## src/rtl/tlccc_defs.svh

```systemverilog
// constants shared by the cache coherency control block
// assumes byte addresses of 32 bits and 32-byte cache lines
`ifndef TLCCC_DEFS_SVH
`define TLCCC_DEFS_SVH

`define TLCCC_ADDR_W   32
`define TLCCC_LINE_LSB 5
`define TLCCC_PAGE_LSB 12
`define TLCCC_A20_BIT  20
`define TLCCC_LINES    8

`endif

```

## src/rtl/tlccc_pkg.sv

```systemverilog
// types shared by the cache coherency control block
// assumes nothing of its surroundings
package tlccc_pkg;

   // line state of the l1 data cache and the l2 cache
   typedef enum logic [1:0] {MESI_I, MESI_S, MESI_E, MESI_M} tlccc_mesi_t;

   // the l1 instruction cache keeps only a valid state
   typedef enum logic {IC_INVALID, IC_VALID} tlccc_ival_t;

   // controller sequencing
   typedef enum logic [1:0] {ST_IDLE, ST_WALK, ST_BUS} tlccc_fsm_t;

endpackage

```

## src/rtl/tlccc_ctrl.sv

```systemverilog
// coherency state control for split l1 caches and a unified l2 cache
// assumes the bus side answers each request with one bus_ack_in pulse
//
// How it works
// - internal snoop invalidates l1; dirty data to l2/bus
// - every bus writeback is a 32-byte burst
// - instruction cache holds one valid state only
// - never l1 data exclusive with l2 modified
// - writethrough goes out as one single cycle
// - write after modification is a writeback
// - writebacks are bursts, never single transfers
// - shared or invalid lines behave writethrough
// - modified or exclusive lines behave writeback
// - address-bit-20 mask sampled as a level
// - mask applied on the tag path
// - line fills use the masked address
// - writethroughs use the masked address
// - snoop, flush, page, maintenance writebacks bypass mask
// - flush pin writes back dirty lines, invalidates all
// - page flush writes back, page invalidate does not
// - writeback-invalidate flushes; invalidate-all just invalidates
// - l1 caches snoop each other, never l2
`include "tlccc_defs.svh"
`timescale 1ns/100ps
`default_nettype none

module tlccc_ctrl #(
   parameter int LINES = `TLCCC_LINES
) (
   input  wire logic                    ref_clk_in,
   input  wire logic                    rst_in,
   input  wire logic                    ce_in,
   input  wire logic                    addr_bit20_mask_n_in,
   input  wire logic                    flush_n_in,
   input  wire logic                    wb_mode_in,
   input  wire logic                    acc_valid_in,
   input  wire logic                    acc_icache_in,
   input  wire logic                    acc_write_in,
   input  wire logic [`TLCCC_ADDR_W-1:0] acc_addr_in,
   output logic                         acc_ready_out,
   input  wire logic                    page_flush_invalidate_reg_wr_in,
   input  wire logic [`TLCCC_ADDR_W-`TLCCC_PAGE_LSB-1:0] page_in,
   input  wire logic                    page_inval_in,
   input  wire logic                    writeback_invalidate_instr_in,
   input  wire logic                    invalidate_all_instr_in,
   output logic                         busy_out,
   output logic                         op_done_out,
   output logic                         bus_req_out,
   output logic                         bus_write_out,
   output logic                         bus_burst_out,
   output logic [`TLCCC_ADDR_W-1:0]     bus_addr_out,
   input  wire logic                    bus_ack_in
);

   localparam int AW    = `TLCCC_ADDR_W;
   localparam int IDX_W = $clog2(LINES);
   localparam int TAG_W = AW - `TLCCC_LINE_LSB - IDX_W;
   localparam int PG_W  = AW - `TLCCC_PAGE_LSB;
   localparam logic [IDX_W-1:0] LAST = IDX_W'(LINES - 1);

   typedef struct packed {
      tlccc_pkg::tlccc_fsm_t                   fsm;
      tlccc_pkg::tlccc_mesi_t [LINES-1:0]      d_st;
      logic [LINES-1:0][TAG_W-1:0]             d_tag;
      tlccc_pkg::tlccc_mesi_t [LINES-1:0]      l2_st;
      logic [LINES-1:0][TAG_W-1:0]             l2_tag;
      tlccc_pkg::tlccc_ival_t [LINES-1:0]      i_st;
      logic [LINES-1:0][TAG_W-1:0]             i_tag;
      logic [IDX_W-1:0]                        idx;
      logic                                    walk_wb;
      logic                                    walk_page;
      logic [PG_W-1:0]                         page;
      logic                                    pend_flush;
      logic                                    pend_wbinv;
      logic                                    pend_inv;
      logic                                    pend_page;
      logic                                    pend_pinv;
      logic [PG_W-1:0]                         pend_addr;
      logic                                    flush_prev;
      logic                                    ret_walk;
      logic                                    op_done;
      logic                                    bus_req;
      logic                                    bus_write;
      logic                                    bus_burst;
      logic [AW-1:0]                           bus_addr;
   } tlccc_state_t;

   tlccc_state_t s_reg;
   tlccc_state_t s_next;

   logic a20_lvl;
   logic flush_lvl;

   function automatic logic [TAG_W-1:0] tag_of(input logic [AW-1:0] a);
      tag_of = a[AW-1 -: TAG_W];
   endfunction

   function automatic logic [IDX_W-1:0] idx_of(input logic [AW-1:0] a);
      idx_of = a[`TLCCC_LINE_LSB +: IDX_W];
   endfunction

   function automatic logic [AW-1:0] line_of(input logic [TAG_W-1:0] t,
                                             input logic [IDX_W-1:0] i);
      line_of = {t, i, {`TLCCC_LINE_LSB{1'b0}}};
   endfunction

   // page match of a line; the slice is taken on a local copy because a
   // function result cannot be part-selected
   function automatic logic in_page(input logic [TAG_W-1:0] t,
                                    input logic [IDX_W-1:0] i,
                                    input logic [PG_W-1:0]  p);
      logic [AW-1:0] la;
      la      = line_of(t, i);
      in_page = (la[AW-1:`TLCCC_PAGE_LSB] == p);
   endfunction

   // both pins come from outside the clock domain
   tlccc_sync #(.RESET_VAL(1'b1)) u_a20_sync (
      .ref_clk_in (ref_clk_in),
      .rst_in     (rst_in),
      .ce_in      (ce_in),
      .pin_in     (addr_bit20_mask_n_in),
      .level_out  (a20_lvl)
   );

   tlccc_sync #(.RESET_VAL(1'b1)) u_flush_sync (
      .ref_clk_in (ref_clk_in),
      .rst_in     (rst_in),
      .ce_in      (ce_in),
      .pin_in     (flush_n_in),
      .level_out  (flush_lvl)
   );

   // access decode; the mask sits ahead of every tag compare
   logic [AW-1:0]    a_addr;
   logic [IDX_W-1:0] ai;
   logic [TAG_W-1:0] at;
   logic             d_hit;
   logic             i_hit;
   logic             l2_hit;
   logic             any_pend;
   logic             victim_wb;

   assign a_addr = a20_lvl ? acc_addr_in
                 : (acc_addr_in & ~(AW'(1) << `TLCCC_A20_BIT));
   assign ai     = idx_of(a_addr);
   assign at     = tag_of(a_addr);
   assign d_hit  = (s_reg.d_st[ai] != tlccc_pkg::MESI_I)
                 && (s_reg.d_tag[ai] == at);
   assign i_hit  = (s_reg.i_st[ai] == tlccc_pkg::IC_VALID)
                 && (s_reg.i_tag[ai] == at);
   assign l2_hit = (s_reg.l2_st[ai] != tlccc_pkg::MESI_I)
                 && (s_reg.l2_tag[ai] == at);
   assign any_pend = s_reg.pend_flush | s_reg.pend_wbinv
                   | s_reg.pend_inv | s_reg.pend_page;

   // a dirty data line blocking a read fill, or hit by an instruction
   // miss snoop with no l2 copy, goes to the bus before the access
   assign victim_wb = acc_valid_in && !acc_write_in
                    && (s_reg.d_st[ai] == tlccc_pkg::MESI_M)
                    && ((!acc_icache_in && !d_hit)
                        || (acc_icache_in && !i_hit && d_hit && !l2_hit));

   assign acc_ready_out = (s_reg.fsm == tlccc_pkg::ST_IDLE)
                        && !any_pend && !victim_wb;

   // next-state logic for the whole controller
   always_comb begin
      logic          go;
      logic          go_wr;
      logic          go_burst;
      logic [AW-1:0] go_addr;
      logic          m_d;
      logic          m_2;
      logic          m_i;
      go       = 1'b0;
      go_wr    = 1'b0;
      go_burst = 1'b0;
      go_addr  = '0;
      m_d      = 1'b0;
      m_2      = 1'b0;
      m_i      = 1'b0;
      s_next   = s_reg;
      s_next.op_done    = 1'b0;
      s_next.flush_prev = flush_lvl;
      case (s_reg.fsm)
         tlccc_pkg::ST_IDLE: begin
            if (any_pend) begin
               // priority: flush pin, writeback-invalidate, invalidate, page
               s_next.fsm       = tlccc_pkg::ST_WALK;
               s_next.idx       = '0;
               s_next.walk_page = 1'b0;
               s_next.page      = s_reg.pend_addr;
               if (s_reg.pend_flush) begin
                  s_next.walk_wb    = 1'b1;
                  s_next.pend_flush = 1'b0;
               end else if (s_reg.pend_wbinv) begin
                  s_next.walk_wb    = 1'b1;
                  s_next.pend_wbinv = 1'b0;
               end else if (s_reg.pend_inv) begin
                  s_next.walk_wb    = 1'b0;
                  s_next.pend_inv   = 1'b0;
               end else begin
                  s_next.walk_wb    = !s_reg.pend_pinv;
                  s_next.walk_page  = 1'b1;
                  s_next.pend_page  = 1'b0;
               end
            end else if (victim_wb) begin
               go       = 1'b1;
               go_wr    = 1'b1;
               go_burst = 1'b1;
               go_addr  = line_of(s_reg.d_tag[ai], ai);
               s_next.d_st[ai] = tlccc_pkg::MESI_I;
            end else if (acc_valid_in && !acc_icache_in) begin
               if (i_hit) begin
                  s_next.i_st[ai] = tlccc_pkg::IC_INVALID;
               end
               if (acc_write_in) begin
                  if (d_hit && (s_reg.d_st[ai] == tlccc_pkg::MESI_M
                             || s_reg.d_st[ai] == tlccc_pkg::MESI_E)) begin
                     s_next.d_st[ai] = tlccc_pkg::MESI_M;
                  end else begin
                     go      = 1'b1;
                     go_wr   = 1'b1;
                     go_addr = a_addr;
                  end
               end else if (!d_hit) begin
                  s_next.d_tag[ai] = at;
                  // an l2 modified copy forces a shared data line
                  s_next.d_st[ai] = (wb_mode_in && !(l2_hit
                     && s_reg.l2_st[ai] == tlccc_pkg::MESI_M))
                     ? tlccc_pkg::MESI_E : tlccc_pkg::MESI_S;
                  if (!l2_hit) begin
                     go       = 1'b1;
                     go_burst = 1'b1;
                     go_addr  = line_of(at, ai);
                     if (s_reg.l2_st[ai] != tlccc_pkg::MESI_M) begin
                        s_next.l2_tag[ai] = at;
                        s_next.l2_st[ai]  = wb_mode_in ? tlccc_pkg::MESI_E
                                                       : tlccc_pkg::MESI_S;
                     end
                  end
               end
            end else if (acc_valid_in && !i_hit) begin
               // instruction read miss snoops the data cache only
               if (d_hit) begin
                  if (s_reg.d_st[ai] == tlccc_pkg::MESI_M) begin
                     s_next.l2_st[ai] = tlccc_pkg::MESI_M;
                  end
                  s_next.d_st[ai] = tlccc_pkg::MESI_I;
               end
               s_next.i_tag[ai] = at;
               s_next.i_st[ai]  = tlccc_pkg::IC_VALID;
               if (!l2_hit) begin
                  go       = 1'b1;
                  go_burst = 1'b1;
                  go_addr  = line_of(at, ai);
               end
            end
         end
         tlccc_pkg::ST_WALK: begin
            // lines outside the page are left alone on a page walk
            m_d = !s_reg.walk_page
                  || in_page(s_reg.d_tag[s_reg.idx], s_reg.idx, s_reg.page);
            m_2 = !s_reg.walk_page
                  || in_page(s_reg.l2_tag[s_reg.idx], s_reg.idx, s_reg.page);
            m_i = !s_reg.walk_page
                  || in_page(s_reg.i_tag[s_reg.idx], s_reg.idx, s_reg.page);
            if (s_reg.walk_wb && m_d
                && s_reg.d_st[s_reg.idx] == tlccc_pkg::MESI_M) begin
               go       = 1'b1;
               go_wr    = 1'b1;
               go_burst = 1'b1;
               go_addr  = line_of(s_reg.d_tag[s_reg.idx], s_reg.idx);
               s_next.d_st[s_reg.idx] = tlccc_pkg::MESI_I;
            end else if (s_reg.walk_wb && m_2
                && s_reg.l2_st[s_reg.idx] == tlccc_pkg::MESI_M) begin
               go       = 1'b1;
               go_wr    = 1'b1;
               go_burst = 1'b1;
               go_addr  = line_of(s_reg.l2_tag[s_reg.idx], s_reg.idx);
               s_next.l2_st[s_reg.idx] = tlccc_pkg::MESI_I;
            end else begin
               if (m_d) begin
                  s_next.d_st[s_reg.idx] = tlccc_pkg::MESI_I;
               end
               if (m_2) begin
                  s_next.l2_st[s_reg.idx] = tlccc_pkg::MESI_I;
               end
               if (m_i) begin
                  s_next.i_st[s_reg.idx] = tlccc_pkg::IC_INVALID;
               end
               if (s_reg.idx == LAST) begin
                  s_next.fsm     = tlccc_pkg::ST_IDLE;
                  s_next.op_done = 1'b1;
               end else begin
                  s_next.idx = s_reg.idx + 1'b1;
               end
            end
         end
         tlccc_pkg::ST_BUS: begin
            if (bus_ack_in) begin
               s_next.bus_req = 1'b0;
               s_next.fsm     = s_reg.ret_walk ? tlccc_pkg::ST_WALK
                                               : tlccc_pkg::ST_IDLE;
            end
         end
         default: begin
            s_next.fsm = tlccc_pkg::ST_IDLE;
         end
      endcase
      // one bus cycle at a time; the walk resumes the same index after it
      if (go) begin
         s_next.bus_req   = 1'b1;
         s_next.bus_write = go_wr;
         s_next.bus_burst = go_burst;
         s_next.bus_addr  = go_addr;
         s_next.ret_walk  = (s_reg.fsm == tlccc_pkg::ST_WALK);
         s_next.fsm       = tlccc_pkg::ST_BUS;
      end
      // requests are latched last so a new one beats its own clear
      if (!flush_lvl && s_reg.flush_prev) begin
         s_next.pend_flush = 1'b1;
      end
      if (writeback_invalidate_instr_in) begin
         s_next.pend_wbinv = 1'b1;
      end
      if (invalidate_all_instr_in) begin
         s_next.pend_inv = 1'b1;
      end
      if (page_flush_invalidate_reg_wr_in) begin
         s_next.pend_page = 1'b1;
         s_next.pend_pinv = page_inval_in;
         s_next.pend_addr = page_in;
      end
   end

   always_ff @(posedge ref_clk_in or posedge rst_in) begin
      if (rst_in) begin
         s_reg            <= '0;
         s_reg.flush_prev <= 1'b1;
      end else if (ce_in) begin
         s_reg <= s_next;
      end
   end

   assign busy_out      = (s_reg.fsm != tlccc_pkg::ST_IDLE) || any_pend;
   assign op_done_out   = s_reg.op_done;
   assign bus_req_out   = s_reg.bus_req;
   assign bus_write_out = s_reg.bus_write;
   assign bus_burst_out = s_reg.bus_burst;
   assign bus_addr_out  = s_reg.bus_addr;

endmodule

`default_nettype wire

```

## src/rtl/tlccc_sync.sv

```systemverilog
// three-stage synchroniser with an agreement filter for one pin
// assumes the pin is asynchronous to ref_clk_in
`timescale 1ns/100ps
`default_nettype none

module tlccc_sync #(
   parameter logic RESET_VAL = 1'b1
) (
   input  wire logic ref_clk_in,
   input  wire logic rst_in,
   input  wire logic ce_in,
   input  wire logic pin_in,
   output logic      level_out
);

   typedef struct packed {
      logic [2:0] shift;
      logic       level;
   } tlccc_sync_t;

   tlccc_sync_t s_reg;
   tlccc_sync_t s_next;

   // the first stage feeds only the second; the filter compares
   // stages two and three so a glitch never reaches the level
   always_comb begin
      s_next = s_reg;
      s_next.shift = {s_reg.shift[1:0], pin_in};
      if (s_reg.shift[2] == s_reg.shift[1]) begin
         s_next.level = s_reg.shift[2];
      end
   end

   always_ff @(posedge ref_clk_in or posedge rst_in) begin
      if (rst_in) begin
         s_reg <= {{3{RESET_VAL}}, RESET_VAL};
      end else if (ce_in) begin
         s_reg <= s_next;
      end
   end

   assign level_out = s_reg.level;

endmodule

`default_nettype wire

```

## config.mk

```make
export PLATFORM = sky130hd
export DESIGN_NAME = tlccc_ctrl
export DESIGN_NICKNAME = d
export VERILOG_FILES = /design/src/rtl/tlccc_pkg.sv /design/src/rtl/tlccc_ctrl.sv /design/src/rtl/tlccc_sync.sv
export VERILOG_INCLUDE_DIRS = /design/src /design/src/rtl
export SDC_FILE = /design/constraint.sdc
export NUM_CORES = 2
export LEC_CHECK = 0
export BUFFER_PORTS_ARGS = -buffer_cell sky130_fd_sc_hd__buf_2
export CORE_MARGIN = 5
export CORE_UTILIZATION = 50
export DETAILED_ROUTE_END_ITERATION = 7
export PLACE_DENSITY = 0.66
export SLEW_MARGIN = 20
export SYNTH_ARGS = -nofsm -noshare
export SYNTH_HDL_FRONTEND = slang
export SYNTH_HIERARCHICAL = 1
export SYNTH_SLANG_ARGS = --single-unit
```

## constraint.sdc

```tcl
create_clock -name ref_clk_in -period 37.6 [get_ports ref_clk_in]
set_input_delay 7.52 -clock ref_clk_in [delete_from_list [all_inputs] [get_ports ref_clk_in]]
set_output_delay 7.52 -clock ref_clk_in [all_outputs]
set_load 0.03 [all_outputs]
```

---- Yosys cells after proc, flatten, opt, wreduce, memory -nomap -nowiden ----
Cells that the tools add are included.
W data, S select, Z words.
word-level totals
  bits in registers ....................... 714
  RAM bits ................................ 0
  input bits .............................. 66
  latch bits .............................. 0
  output and inout bits ................... 38
  memories kept ........................... 0
  memory bits (read-only) ................. 0
  word-level logic and storage cells ...... 359
cells by class
  shift-type cells ........................ 0
  order comparisons ....................... 4
  mux-type cells .......................... 139
  divide/modulo/power cells ............... 0
  add/subtract/negate cells ............... 1
  bitwise logic cells ..................... 21
  multiply operators ...................... 0
  equality and inequality tests ........... 50
  reductions and logical operators ........ 74
operator list
  operator              number
  $mux W616             1
  $mux W600             1
  $bwmux W192           3
  $mux W192             3
  $bmux W24 S3          6
  $mux W208             2
  $mux W416             1
  $mux W400             1
  $mux W32              10
  $mux W16              15
  $mux W200             1
  $mux W24              7
  $demux W24 S3         1
  $eq A24 B24 Y1        3
  $pmux W16 S2          2
  $pmux W32 S2          1
  $eq A20 B20 Y1        3
  $and A16 B16 Y16      3
  $mux W8               5
  $mux W1               38
  $mux W35              1
  $ne A3 B3 Y1 const B  11
  $bwmux W16            2
  $not A16 Y16          2
  other kinds (48)      166

---- Longest topological paths before layout ----
  depth in word-level cells ............... 16
  gate-level depth with buffers ........... 21
  depth with buffers taken out ............ 11

---- Modules after synthesis ----
The synthesis kept the hierarchy.
modules (own cells, without submodules)
  module      cells an instance  instances  seq. area each (µm²)  area each (µm²)
  tlccc_ctrl  3302               1          17668.2               39339.0
  tlccc_sync  13                 2          105.1                 163.9

---- Worst setup path after synthesis ----
OpenSTA, ideal clock, no wires.
  path kind ............................... in2out
  start ................................... input acc_addr_in[5]
  end ..................................... output acc_ready_out
  setup slack ............................. 18.948 ns
  data arrival time ....................... 11.132 ns
  stages on the path ...................... 16
  required time ........................... 30.080 ns
  cell sequence ........................... buf_6 buf_4 buf_4 buf_4 buf_2 mux2_2 a32oi_1 o211ai_1 xor2_1 nor4b_1 nand4_1 buf_2 and3_1 buf_2 clkbuf_1 nor3_1
between the ends
  word-level cells in the longest chain between the ends .. 13
RTL lines
  element                            line               RTL
  start: declaration                 tlccc_ctrl.sv:39   input wire logic [`TLCCC_ADDR_W-1:0] acc_addr_in,
  $mux W21 *                         tlccc_ctrl.sv:144  assign a_addr = a20_lvl ? acc_addr_in
  $bmux W24 S3                       tlccc_ctrl.sv:151  && (s_reg.i_tag[ai] == at);
  $mux W24 (not written as such)     tlccc_ctrl.sv:151
  $eq A24 B24 Y1                     tlccc_ctrl.sv:151
  $logic_and A1 B1 Y1                tlccc_ctrl.sv:151
  $logic_not A1 Y1                   tlccc_ctrl.sv:162  || (acc_icache_in && !i_hit && d_hit && !l2_hit));
  $logic_and A1 B1 Y1 (3 in series)  tlccc_ctrl.sv:162
  $logic_or A1 B1 Y1                 tlccc_ctrl.sv:162
  $logic_and A1 B1 Y1 *              tlccc_ctrl.sv:161  && ((!acc_icache_in && !d_hit)
  $logic_not A1 Y1 *                 tlccc_ctrl.sv:165  && !any_pend && !victim_wb;
  $logic_and A1 B1 Y1 *              tlccc_ctrl.sv:165
  end: declaration                   tlccc_ctrl.sv:40   output logic acc_ready_out,
Mark *: on every way between the ends. The rest lies on a longest branch, timed or not. The select of a mux whose other input is x is not followed.

---- Worst setup path in the final report ----
Ends and elaborated chain as after synthesis.

==> results by group <==
Timing
  – Final Max Slew Viols: 0
  – Slew HR: 24.64%
  – Post-layout minimum cycle time: 20.38 ns
  – Min Hold Slack: 0.4790 ns
  – RSZ-0062 raised after global routing: false
  – Setup TNS: 0 ns
  – Final setup violation count: 0
  – Layout Skew: 0.02525 ns
  – Worst slew pin tran: 1.130 ns
  – Fin crit share: 54.20%
  – Setup WS post-layout: 17.22 ns
  – Achievable Freq: 0.04907 GHz
  – Final Hold Fails: 0

Worst hold path
  – HP Class: register to register
  – Hold endpoint: s_reg[233]
  – Hold Path Depth: 2
  – Worst hold start: s_reg[233]

Clocking
  – Postcts setup bufs: 0
  – CTS Root Buffer Type: clkbuf_16
  – TritonCTS clock tree: built
  – Total CTS buffers: 80
  – H-tree depth: 3
  – CTS clk-pin slew, worst paths: 0.06 ns
  – Cts repair resizes: 0
  – CTS Hold Bufs: 0
  – Clock sinks: 714
  – CTS Buffer Depth: 3
  – Clock latency on the worst-skew pair: 0.64 ns

Cells and area
  – P&R area growth vs syn: 9.901%
  – Layout cells sized above 1: 34.61%
  – Layout Nets: 3359
  – Final Util: 55.27%
  – Fillers: 6641
  – Max reg flops: 670

Worst setup path
  – Reg-to-reg setup timing slack: 29.61 ns
  – Worst r2r src: s_reg[86]
  – Kind of cell adding the most delay to the critical path: buffers and inverters
  – Largest fanout on the critical path: 68
  – Reg2Reg Depth: 12
  – Crit path DAT: 12.86 ns
  – Crit Path Category: primary input to output pin
  – Worst Path Required: 30.08 ns
  – Crit-path cells: buf_8 -> buf_4 -> buf_4 -> mux4_2 -> mux2i_1 -> xnor2_1 -> and4b_1 -> nand4_1 -> and3_1 -> nor3_1 -> buf_2
  – Crit path largest cell delay: 0.76 ns
  – Crit start category: primary input
  – Most used cell, CP: buf_4
  – R2r endpoint: bus_addr_out[30]
  – Setup crit end kind: output pin
  – CP bufs+invs: 4
  – Critical-path top delay cell: buf_4

Job
  – Max-Cap Viols: 0

Status
  – Status: finished, final reports clean

Logic synthesis
  – Largest cells by area after synthesis: dfrtp_1 (44%), mux2_2 (20%), mux2i_1 (5.4%)
  – Yosys top cell area share: 44.48%
  – Synth warn: 6
  – Synth Area per Inst: 11.92 sq um
  – EDFF count, synth: 0
  – Largest area contributor in the netlist: dfrtp_1
  – Number of distinct library cells after synthesis: 81
  – Sequential fraction of the synthesis area: 45.07%
  – Synth Flop Type: dfrtp_1
  – Post-synth design cell area: 39670 sq um
  – Synth Instances: 3328
  – Synth cell count leaders: dfrtp_1 (705), mux2_2 (693), mux2i_1 (214)
  – Post-synthesis register bit count: 714
  – Async set or reset register ratio after synthesis: 100.0%
  – Count leader, synth: dfrtp_1
  – Mapped Nets: 3396

Detailed routing
  – WL final: 150.7 mm
  – DRC: 0
  – Post-route antenna net violation count: 0
  – WL/cell: 34.22 microns
  – Via count: 31263
  – DR pass1 iterations: 6
  – Via density: 7.100
  – 1st-iter DRT viols: 4645

Place
  – Setup WS pre-CTS: 17.34 ns
  – PortBufs: 103
  – Post-detail-place hpwl: 99.05 mm
  – Gpl congestion: 0.9810

Global route
  – Vias in the first global route: 31092
  – Initial antenna violation count: 8
  – Largest net degree at the start of global routing: 138
  – Total track usage: 34.30%
  – Grt total ovfl: 0
  – First-pass GRT wire length: 218.4 mm

Floorplanning
  – Initial Util: 50.29%
  – Rows: 103
  – Die area: 85070 sq um
  – Die Span Y: 291.7 microns
  – Io pins: 104
  – Die width: 291.7 microns
  – Core area: 78870 sq um

Power
  – Max VDD drop: 0.00004638 V
  – Pwr Density: 51.93 nW/um^2
  – Lkg Pwr: 0.02031 uW
cell type report:
cell class                      instances  area (sq um)  area share (%)
Clock inverter                         17         266.5          0.6113
Timing Repair Buffer                  197          1274           2.922
Sequential cell                       714         17890           41.04
Tap cell                             1050          1314           3.014
Antenna cell                            1         2.502        0.005740
Clock buffer                          126          2446           5.611
Inverter                               39         158.9          0.3645
Multi-Input combinational cell       2259         20240           46.44
metal layers:
layer	GRT usage [%]	wire (microns)	vias to the layer above
met5	0	13	-
met2	51.12	65160	2152
met1	46.33	58410	15991
li1	-	-	12550
met4	20.34	11160	2
met3	7.522	15940	568
tightest hold or removal path, stage by stage (launching register included):
cell and delay, ns:
dfrtp_1 0.34, nand2_1 0.04, o21ai_0 0.06
logic make-up (layout without fill, tap and decap cells):
group	count (synthesis)	count (layout)	share of synthesized area [%]
flops	714	714	45.07
simple gates	540	540	7.318
fa+ha+maj	2	2	0.06308
mux	997	997	29.81
xor+xnor	79	79	1.744
other cells	0	1	0
compound gates	641	641	11.77
buf+inv	355	379	4.217
cell usage in the layout (no fill, tap or decap), drive strengths merged, types with 26 or more instances in the layout:
| master | synthesis | routed |
|---|---|---|
| o22ai | 83 | 83 |
| o22a | 26 | 26 |
| a21oi | 62 | 62 |
| clkbuf | 155 | 126 |
| nor4 | 29 | 29 |
| nand2 | 157 | 157 |
| mux2i | 214 | 214 |
| mux4 | 77 | 77 |
| nor3 | 36 | 36 |
| dfrtp | 705 | 705 |
| nand3 | 46 | 46 |
| inv | 34 | 35 |
| nor2 | 79 | 79 |
| a221oi | 32 | 32 |
| mux2 | 706 | 706 |
| a22oi | 109 | 109 |
| buf | 161 | 197 |
| xnor2 | 55 | 55 |
| nand4 | 30 | 30 |
| a22o | 33 | 33 |
| o21ai | 100 | 100 |
stage by stage:
| stage | cells | power (uW) | instance area, sq um |
|---|---|---|---|
| 2_1_floorplan | 3328 | 1179 | 39670 |
| 3_3_place_gp | 4259 | 1429 | 40850 |
| 3_5_place_dp | 4259 | 1435 | 40850 |
| 4_1_cts | 4402 | 2245 | 43560 |
| 5_1_grt | 4402 | 2312 | 43590 |
| 6_report | 4403 | 2264 | 43590 |
report_power, final:
group | switching, uW | internal (uW)
combinational | 394 | 180
sequential | 80.6 | 796
clock | 327 | 487
total | 801 | 1460
worst max path at each step:
stage               cells past startpoint         endpoint  slack (ns)            from
finish                                 11    acc_ready_out       17.22  acc_addr_in[5]
global route                           11    acc_ready_out       17.00  acc_addr_in[5]
CTS                                    11    acc_ready_out       17.34  acc_addr_in[5]
detailed placement                     11    acc_ready_out       17.34  acc_addr_in[5]
global placement                       12    acc_ready_out       17.39  acc_addr_in[5]
floorplan                               1  bus_addr_out[0]       10.28          rst_in
(Power assumes the default switching activity.)
